<file path="config.mk">
export PLATFORM = sky130hd
export DESIGN_NAME = rtc_trim_lock_irq
export DESIGN_NICKNAME = d
export VERILOG_FILES = /design/src/shared/rtc_trim_pkg.sv /design/src/rtl/one_hz_divider.sv /design/src/rtl/rtc_trim_lock_irq.sv
export SDC_FILE = /design/constraint.sdc
export NUM_CORES = 1
export LEC_CHECK = 0
export BUFFER_PORTS_ARGS = -buffer_cell sky130_fd_sc_hd__buf_2
export CAP_MARGIN = 20
export CORE_MARGIN = 8
export CORE_UTILIZATION = 50
export CTS_BUF_LIST = sky130_fd_sc_hd__clkbuf_4
export DETAILED_ROUTE_END_ITERATION = 7
export GPL_TIMING_DRIVEN = 1
export PLACE_DENSITY = 0.78
export SLEW_MARGIN = 20
export SYNTH_ARGS = -nofsm -noshare
export SYNTH_HDL_FRONTEND = slang
export SYNTH_SLANG_ARGS = --single-unit
</file>
<file path="constraint.sdc">
create_clock -name sys_clk -period 2.2 [get_ports sys_clk]
set_input_delay 0.66 -clock sys_clk [delete_from_list [all_inputs] [get_ports sys_clk]]
set_output_delay 0.66 -clock sys_clk [all_outputs]
set_load 0.05 [all_outputs]
</file>
<file path="src/shared/rtc_trim_pkg.sv">
package rtc_trim_pkg;

	// ----------------------------------------
	// register byte offsets
	// ----------------------------------------
	localparam logic [7:0] OFS_CLOCK_TRIM_CONTROL = 8'h18;
	localparam logic [7:0] OFS_IRQ_ENABLE_MASK    = 8'h1C;
	localparam logic [7:0] OFS_RAW_IRQ_STATUS     = 8'h20;
	localparam logic [7:0] OFS_MASKED_IRQ_STATUS  = 8'h24;
	localparam logic [7:0] OFS_IRQ_CLEAR          = 8'h28;
	localparam logic [7:0] OFS_EVENT_STATUS       = 8'h40;
	localparam logic [7:0] OFS_EVENT_MASK         = 8'h44;

	// ----------------------------------------
	// clock trim control fields
	// ----------------------------------------
	localparam int DIV_LSB  = 0;
	localparam int DIV_W    = 15;
	localparam int DEL_LSB  = 16;
	localparam int DEL_W    = 10;
	localparam int LOCK_BIT = 26;
	localparam logic [DIV_W-1:0] DIV_RESET = 15'h7FFF;
	localparam logic [DEL_W-1:0] DEL_RESET = 10'h000;
	// last index of the 1023-cycle trim window
	localparam logic [DEL_W-1:0] TRIM_WIN_LAST = 10'h3FE;

	// ----------------------------------------
	// interrupt bit positions
	// ----------------------------------------
	localparam int IRQ_W    = 2;
	localparam int CW_BIT   = 0;
	localparam int TM_BIT   = 1;
	localparam logic [IRQ_W-1:0] IRQ_RESET = 2'h0;

	// event status bits (read clears)
	localparam int EVT_W       = 4;
	localparam int EVT_CW      = 0;
	localparam int EVT_TM      = 1;
	localparam int EVT_DISCARD = 2;
	localparam int EVT_SECOND  = 3;
	localparam logic [EVT_W-1:0] EVT_RESET = 4'h0;

	// ----------------------------------------
	// bus encodings
	// ----------------------------------------
	localparam logic [2:0]  HSIZE_WORD = 3'h2;
	localparam logic        HRESP_OKAY = 1'h0;
	localparam logic [31:0] RDATA_ZERO = 32'h0000_0000;

endpackage

</file>
<file path="src/rtl/one_hz_divider.sv">
`timescale 1ns/1ps
module one_hz_divider
	import rtc_trim_pkg::*;
(
	input  wire logic             sys_clk,
	input  wire logic             arst_n,
	input  wire logic [DIV_W-1:0] div_factor,
	input  wire logic [DEL_W-1:0] del_count,
	output logic                  one_second_clock
);

	// ----------------------------------------
	// state
	// ----------------------------------------
	logic [DEL_W-1:0] win_cnt_ff;   // position in trim window
	logic [DIV_W-1:0] div_cnt_ff;   // trimmed cycles this second
	logic             deleting;     // this slow cycle is dropped

	// first del_count cycles of each window are swallowed
	assign deleting = (win_cnt_ff < del_count);

	// ----------------------------------------
	// trim window counter
	// ----------------------------------------
	always_ff @(posedge sys_clk or negedge arst_n)
	begin
		if (!arst_n)
			win_cnt_ff <= '0;
		else if (win_cnt_ff == TRIM_WIN_LAST)
			win_cnt_ff <= '0;
		else
			win_cnt_ff <= win_cnt_ff + 1'b1;
	end

	// ----------------------------------------
	// divider; >= tolerates a factor shrinking mid-count
	// ----------------------------------------
	always_ff @(posedge sys_clk or negedge arst_n)
	begin
		if (!arst_n)
		begin
			div_cnt_ff       <= '0;
			one_second_clock <= 1'b0;
		end
		else if (deleting)
			one_second_clock <= 1'b0;
		else if (div_cnt_ff >= div_factor)
		begin
			div_cnt_ff       <= '0;
			one_second_clock <= 1'b1;
		end
		else
		begin
			div_cnt_ff       <= div_cnt_ff + 1'b1;
			one_second_clock <= 1'b0;
		end
	end
endmodule

</file>
<file path="src/rtl/rtc_trim_lock_irq.sv">
// Summary of operation
// locked clockwatch ignores divider factor writes
// ten-bit trim count drops cycles per window
// zero drops none, up to 1023 dropped
// locked clockwatch ignores trim count writes
// bit 26 enables clockwatch, resets low
// once enabled, control writes discarded until reset
// mask bit 0 gates clockwatch interrupt
// mask bit 1 gates timer interrupt
// raw status shows unmasked flags
// masked status drives both interrupt outputs
// clear bit 0 drops clockwatch flag
// clear bit 1 drops timer flag
// second pulse every factor plus one
// timer zero event sets timer flag
// flags sticky, new event beats clear
// clockwatch match event sets clockwatch flag
//
// Our own choices: the register offsets and register access over AHB-Lite.
`timescale 1ns/1ps
module rtc_trim_lock_irq
	import rtc_trim_pkg::*;
(
	input  wire logic        sys_clk,
	input  wire logic        arst_n,
	// ahb-lite slave
	input  wire logic        hsel,
	input  wire logic [31:0] haddr,
	input  wire logic [1:0]  htrans,
	input  wire logic        hwrite,
	input  wire logic [2:0]  hsize,
	input  wire logic [31:0] hwdata,
	input  wire logic        hready,
	output logic             hreadyout,
	output logic             hresp,
	output logic [31:0]      hrdata,
	// events from the counting logic
	input  wire logic        clockwatch_match,
	input  wire logic        timer_zero,
	// outputs
	output logic             one_second_clock,
	output logic             clockwatch_enable_lock,
	output logic             clockwatch_irq_out,
	output logic             timer_irq_out,
	output logic             rtc_irq
);

	// ----------------------------------------
	// declarations
	// ----------------------------------------
	logic             addr_ok;      // address phase taken
	logic             wr_pend_ff;   // write data phase pending
	logic             rd_pend_ff;   // read wait cycle pending
	logic [7:0]       wr_addr_ff;   // latched write offset
	logic [7:0]       rd_addr_ff;   // latched read offset
	logic [31:0]      rd_mux;       // read data selection

	logic [DIV_W-1:0] div_ff;       // one_hz_divider_factor
	logic [DEL_W-1:0] del_ff;       // trim_delete_count
	logic             lock_ff;      // clockwatch_enable_lock

	logic [IRQ_W-1:0] mask_ff;      // interrupt_enable_mask
	logic [IRQ_W-1:0] raw_ff;       // raw_interrupt_status
	logic [IRQ_W-1:0] nxt_mask;     // mask after this cycle
	logic [IRQ_W-1:0] nxt_raw;      // raw flags after this cycle
	logic [IRQ_W-1:0] irq_events;   // incoming interrupt events
	logic [IRQ_W-1:0] irq_clr;      // clear bits of this cycle

	logic [EVT_W-1:0] evt_ff;       // read-clear event status
	logic [EVT_W-1:0] evt_mask_ff;  // event mask
	logic [EVT_W-1:0] nxt_evt;      // event status next
	logic [EVT_W-1:0] nxt_evt_mask; // event mask next
	logic [EVT_W-1:0] evt_in;       // event sources

	logic             wr_ctrl;      // control write this cycle
	logic             wr_mask;      // mask write
	logic             wr_clear;     // clear write
	logic             wr_evt_mask;  // event mask write
	logic             rd_evt;       // event status being read
	logic             sec_pulse;    // trimmed one second tick

	// ----------------------------------------
	// bus address phase
	// ----------------------------------------
	// only a ready bus starts a transfer; while we stall, the
	// master holds its address and we must not take it twice
	assign addr_ok = hsel && htrans[1] && hready;

	// latch the access kind and its offset
	always_ff @(posedge sys_clk or negedge arst_n)
	begin
		if (!arst_n)
		begin
			wr_pend_ff <= 1'b0;
			rd_pend_ff <= 1'b0;
			wr_addr_ff <= '0;
			rd_addr_ff <= '0;
		end
		else
		begin
			// narrower writes are dropped, only words are supported
			wr_pend_ff <= addr_ok && hwrite && (hsize == HSIZE_WORD);
			rd_pend_ff <= addr_ok && !hwrite;
			if (addr_ok)
			begin
				wr_addr_ff <= haddr[7:0];
				rd_addr_ff <= haddr[7:0];
			end
		end
	end

	// ----------------------------------------
	// ready and response
	// ----------------------------------------
	// a read waits one cycle so that a write just before it has
	// landed; writes finish with no wait at all
	always_ff @(posedge sys_clk or negedge arst_n)
	begin
		if (!arst_n)
		begin
			hreadyout <= 1'b1;
			hresp     <= HRESP_OKAY;
		end
		else
		begin
			hreadyout <= !(addr_ok && !hwrite);
			hresp     <= HRESP_OKAY;
		end
	end

	// ----------------------------------------
	// write strobes and the event status read strobe
	// ----------------------------------------
	assign wr_ctrl     = wr_pend_ff && (wr_addr_ff == OFS_CLOCK_TRIM_CONTROL);
	assign wr_mask     = wr_pend_ff && (wr_addr_ff == OFS_IRQ_ENABLE_MASK);
	assign wr_clear    = wr_pend_ff && (wr_addr_ff == OFS_IRQ_CLEAR);
	assign wr_evt_mask = wr_pend_ff && (wr_addr_ff == OFS_EVENT_MASK);
	assign rd_evt      = rd_pend_ff && (rd_addr_ff == OFS_EVENT_STATUS);

	// ----------------------------------------
	// clock trim control
	// ----------------------------------------
	// the lock covers the whole register, lock bit included,
	// so only power-on reset can release it
	always_ff @(posedge sys_clk or negedge arst_n)
	begin
		if (!arst_n)
		begin
			div_ff  <= DIV_RESET;
			del_ff  <= DEL_RESET;
			lock_ff <= 1'b0;
		end
		else if (wr_ctrl && !lock_ff)
		begin
			div_ff  <= hwdata[DIV_LSB +: DIV_W];
			del_ff  <= hwdata[DEL_LSB +: DEL_W];
			lock_ff <= hwdata[LOCK_BIT];
		end
	end

	assign clockwatch_enable_lock = lock_ff;

	// ----------------------------------------
	// trimmed one second divider
	// ----------------------------------------
	one_hz_divider u_div
	(
		.sys_clk          (sys_clk),
		.arst_n           (arst_n),
		.div_factor       (div_ff),
		.del_count        (del_ff),
		.one_second_clock (sec_pulse)
	);

	assign one_second_clock = sec_pulse;

	// ----------------------------------------
	// interrupt mask and raw flags
	// ----------------------------------------
	assign irq_events[CW_BIT] = clockwatch_match;
	assign irq_events[TM_BIT] = timer_zero;
	assign irq_clr            = wr_clear ? hwdata[IRQ_W-1:0] : IRQ_RESET;

	// next values are formed here so that the outputs can be
	// flops yet still line up with the status registers
	always_comb
	begin
		nxt_mask = wr_mask ? hwdata[IRQ_W-1:0] : mask_ff;
		// a fresh event wins over a clear in the same cycle
		nxt_raw  = (raw_ff & ~irq_clr) | irq_events;
	end

	// mask register
	always_ff @(posedge sys_clk or negedge arst_n)
	begin
		if (!arst_n)
			mask_ff <= IRQ_RESET;
		else
			mask_ff <= nxt_mask;
	end

	// sticky raw flags
	always_ff @(posedge sys_clk or negedge arst_n)
	begin
		if (!arst_n)
			raw_ff <= IRQ_RESET;
		else
			raw_ff <= nxt_raw;
	end

	// masked outputs, same timing as the masked status read
	always_ff @(posedge sys_clk or negedge arst_n)
	begin
		if (!arst_n)
		begin
			clockwatch_irq_out <= 1'b0;
			timer_irq_out      <= 1'b0;
		end
		else
		begin
			clockwatch_irq_out <= nxt_raw[CW_BIT] && nxt_mask[CW_BIT];
			timer_irq_out      <= nxt_raw[TM_BIT] && nxt_mask[TM_BIT];
		end
	end

	// ----------------------------------------
	// read-clear event status and combined interrupt
	// ----------------------------------------
	assign evt_in[EVT_CW]      = clockwatch_match;
	assign evt_in[EVT_TM]      = timer_zero;
	assign evt_in[EVT_DISCARD] = wr_ctrl && lock_ff;
	assign evt_in[EVT_SECOND]  = sec_pulse;

	// a read wipes the snapshot it returns; new events survive
	always_comb
	begin
		nxt_evt      = (rd_evt ? EVT_RESET : evt_ff) | evt_in;
		nxt_evt_mask = wr_evt_mask ? hwdata[EVT_W-1:0] : evt_mask_ff;
	end

	// event status and its mask
	always_ff @(posedge sys_clk or negedge arst_n)
	begin
		if (!arst_n)
		begin
			evt_ff      <= EVT_RESET;
			evt_mask_ff <= EVT_RESET;
		end
		else
		begin
			evt_ff      <= nxt_evt;
			evt_mask_ff <= nxt_evt_mask;
		end
	end

	// single level interrupt line
	always_ff @(posedge sys_clk or negedge arst_n)
	begin
		if (!arst_n)
			rtc_irq <= 1'b0;
		else
			rtc_irq <= |(nxt_evt & nxt_evt_mask);
	end

	// ----------------------------------------
	// read data
	// ----------------------------------------
	// reserved bits and unmapped offsets read as zero; the
	// clear register is write-only and reads as zero too
	always_comb
	begin
		rd_mux = RDATA_ZERO;
		case (rd_addr_ff)
			OFS_CLOCK_TRIM_CONTROL:
			begin
				rd_mux[DIV_LSB +: DIV_W] = div_ff;
				rd_mux[DEL_LSB +: DEL_W] = del_ff;
				rd_mux[LOCK_BIT]         = lock_ff;
			end
			OFS_IRQ_ENABLE_MASK:   rd_mux[IRQ_W-1:0] = mask_ff;
			OFS_RAW_IRQ_STATUS:    rd_mux[IRQ_W-1:0] = raw_ff;
			OFS_MASKED_IRQ_STATUS: rd_mux[IRQ_W-1:0] = raw_ff & mask_ff;
			OFS_EVENT_STATUS:      rd_mux[EVT_W-1:0] = evt_ff;
			OFS_EVENT_MASK:        rd_mux[EVT_W-1:0] = evt_mask_ff;
			default:               rd_mux = RDATA_ZERO;
		endcase
	end

	// data stands from the wait cycle until the next read
	always_ff @(posedge sys_clk or negedge arst_n)
	begin
		if (!arst_n)
			hrdata <= RDATA_ZERO;
		else if (rd_pend_ff)
			hrdata <= rd_mux;
	end
endmodule

</file>
==> flow_metrics.py <==
metrics = {
    "outcome": {
        "status": "finished clean",
    },
    "placed_design": {
        "hpwlAfterDp_um": 8180,
        "gp_congestion": 0.838,
        "io_buffer_count": 76,
        "post-place-ws_ns": -0.147,
    },
    "power": {
        "irDropWorstVdd_mv": 0.624,
        "p_leak_nw": 2.95,
        "p_per_area_nw_per_um2": 608,
    },
    "sta": {
        "fin_skew_ns": 0.0270,
        "setup_viol": 0,
        "worstMarginPinSlew_ns": 0.566,
        "max_freq_ghz": 0.460,
        "fin_crit_sh": 0.988,
        "hold_viol": 0,
        "setup_slack_ns": 0.0264,
        "drv_slew": 0,
        "rsz0062_at_grt": "yes",
        "maxSlewHeadroom": 0.623,
        "min_period_ns": 2.17,
        "final.setup.tns_ns": 0,
    },
    "drt": {
        "first_iter_violations": 311,
        "route.met3.wl_um": 723,
        "drc": 0,
        "num_vias": 3859,
        "drt_first_pass_iters": 4,
        "ant_nets": 0,
        "vias_per_cell": 5.39,
        "wl_met1_um": 4890,
        "maxUsedRoutingLayer": "met4",
        "wl_met2_um": 5630,
        "wl_um": 11300,
        "wire_per_inst_um": 15.8,
    },
    "synthesis": {
        "syn_inst": 473,
        "synth_edf_count": 0,
        "post_synth.cell_area_avg_um2": 10.7,
        "synthTopCellsByCount": "dfrtp_1, inv_1, nand3_1, mux2_2, o21ai_0",
        "synth_area_um2": 5080,
        "synth-main-ff-cell": "dfrtp_1",
        "ys_ff_latch": 104,
        "synth_top_area_share": 0.434,
        "seq_area_frac_synth": 0.517,
        "async_flop_share": 1.00,
        "netlist_top_cells_area": "dfrtp_1, mux2_2, dfstp_2, ha_1, nand3_1",
        "yosys_warnings": 0,
        "yosysTopAreaCell": "dfrtp_1",
        "yosysMostFrequentCell": "dfrtp_1",
        "ys_types": 50,
    },
    "worst_hold_path": {
        "hp-class": "in -> async",
    },
    "floorplan": {
        "core_area_um2": 9820,
        "dieArea_um2": 13600,
        "initial_core_util": 0.517,
        "row_count": 36,
        "ios": 115,
        "die_y_um": 117,
        "die_width_um": 117,
    },
    "setup_path": {
        "crit_family": "compound AO/OA/AOI/OAI gates",
        "cp_max_fo": 3,
        "start_kind": "register",
        "worstReg2RegStart": "del_ff[3]",
        "cp-end-kind": "register",
        "crit_slowest_cell": "dfrtp_1",
        "required_ns": 2.53,
        "reg2reg_depth": 9,
        "crit_type": "reg -> reg",
        "r2r_end": "u_div.div_cnt_ff[10]",
        "r2r_slack_ns": 0.03,
        "cp_num_buf_inv": 2,
        "path_cells": "inv_2 -> ha_4 -> a211o_1 -> a21oi_2 -> o21ai_2 -> a221oi_4 -> nor2b_2 -> buf_6 -> a221o_1",
        "slowest_delay_ns": 0.42,
        "cp.arrival_ns": 2.50,
        "cp_num_cells": 9,
    },
    "grt": {
        "gr-total-overflow": 0,
        "grt_pass1_vias": 4023,
        "grt_usage": 0.170,
        "grt_pass1_wl_um": 18400,
        "antenna_found_initial": 0,
        "grt_max_degree": 105,
    },
    "final_layout": {
        "seqCellArea_um2": 2620,
        "final_nets": 681,
        "diodes": 0,
        "drive_gt1_frac": 0.348,
        "nFillCells": 830,
        "syn_to_final_growth_pct": 19.5,
        "multiInputGateArea_um2": 2240,
    },
    "cts": {
        "clk_latency_ns": 0.43,
        "cts_root_buffer": "clkbuf_4",
        "clock-sinks": 104,
        "htreeDepth": 3,
        "cts_hold_buffers": 0,
        "cts_tree": "done",
        "clk_pin_slew_ns": 0.15,
        "cts_buffers": 9,
        "cts.path.max_buffers": 2,
    },
    "flow_run": {
        "drv_cap": 0,
    },
}
[layout make-up]
class / count / share of cell area
clock buffers: 12 / 0.0149
well taps: 133 / 0.0274
multi-input cells: 298 / 0.369
clock inverters: 4 / 0.0118
repair buffers: 111 / 0.111
inverters: 54 / 0.0334
flip-flops and latches: 104 / 0.432
[flip-flops by register name (all words and copies together) (netlist names), 2 cells and up]
| register | cells |
|---|---|
| u_div.win_cnt_ff | 10 |
| u_div.div_cnt_ff | 15 |
| del_ff | 10 |
| div_ff | 15 |
| mask_ff | 2 |
| raw_ff | 2 |
| evt_ff | 4 |
| evt_mask_ff | 4 |
| rd_addr_ff | 8 |
| hrdata | 26 |
[layer usage]
layer | global-route usage | vias up
met4 | 0.0546 | 0
met1 | 0.202 | 1898
met3 | 0.0419 | 6
li1 | - | 1848
met5 | 0 | -
met2 | 0.294 | 107
[placed cells by master (no fill, tap or decap), types with 11 or more instances in the layout]
master / instances
nand2_1: 23
buf_2: 75
nor2_1: 22
a21o_1: 13
dfstp_2: 16
nand3_1: 41
clkbuf_4: 12
o21ai_0: 26
and3_1: 11
buf_4: 31
ha_1: 20
inv_1: 52
dfrtp_1: 88
mux2_2: 39
[worst max path at each step]
| stage | from | end | slack (ns) |
|---|---|---|---|
| 2_1_floorplan | u_div.win_cnt_ff[3] | u_div.div_cnt_ff[10] | 0.03 |
| 3_3_place_gp | div_ff[2] | u_div.div_cnt_ff[8] | -0.06 |
| 3_5_place_dp | div_ff[2] | u_div.div_cnt_ff[11] | -0.15 |
| 4_1_cts | del_ff[3] | u_div.div_cnt_ff[10] | -0.04 |
| 5_1_grt | div_ff[2] | u_div.div_cnt_ff[4] | -0.05 |
| 6_report | del_ff[3] | u_div.div_cnt_ff[10] | 0.03 |
[kinds of logic (layout without fill, tap and decap cells)]
kind of cell    after synthesis  count (layout)  synth area share
compound gates               89              89             0.121
xor+xnor                      7               7            0.0121
fa+ha+maj                    27              27            0.0666
buf+inv                      77             181            0.0636
flops                       104             104             0.517
mux                          43              43            0.0944
other cells                   1               7          0.000739
simple gates                125             125             0.125
[what timing repair did]
action	CTS	global route
pin swaps	15	9
gates resized for setup	12	10
buffers inserted	3	2
hold endpoints to repair	0	0
endpoints found under the setup margin	16	15
[where the power goes]
group,internal (mW),switching [mW],total (mW)
Clock,0.498,0.594,1.09
Sequential,2.01,0.0640,2.07
Combinational,0.213,0.310,0.523
[per-stage QoR]
step | std cells | total power, mW | cell area (um^2) | hold WS (ns) | util
final | 716 | 3.69 | 6070 | 0.253 | 0.618
after global routing | 716 | 3.85 | 6070 | 0.287 | 0.618
after CTS | 714 | 3.72 | 6010 | 0.262 | 0.612
after detailed placement | 695 | 2.61 | 5770 | 0.475 | 0.587
after global placement | 695 | 2.59 | 5770 | 0.460 | 0.587
after floorplan | 479 | 2.41 | 5100 | 0.364 | -
No activity file was read; power rests on OpenSTA's default activity.
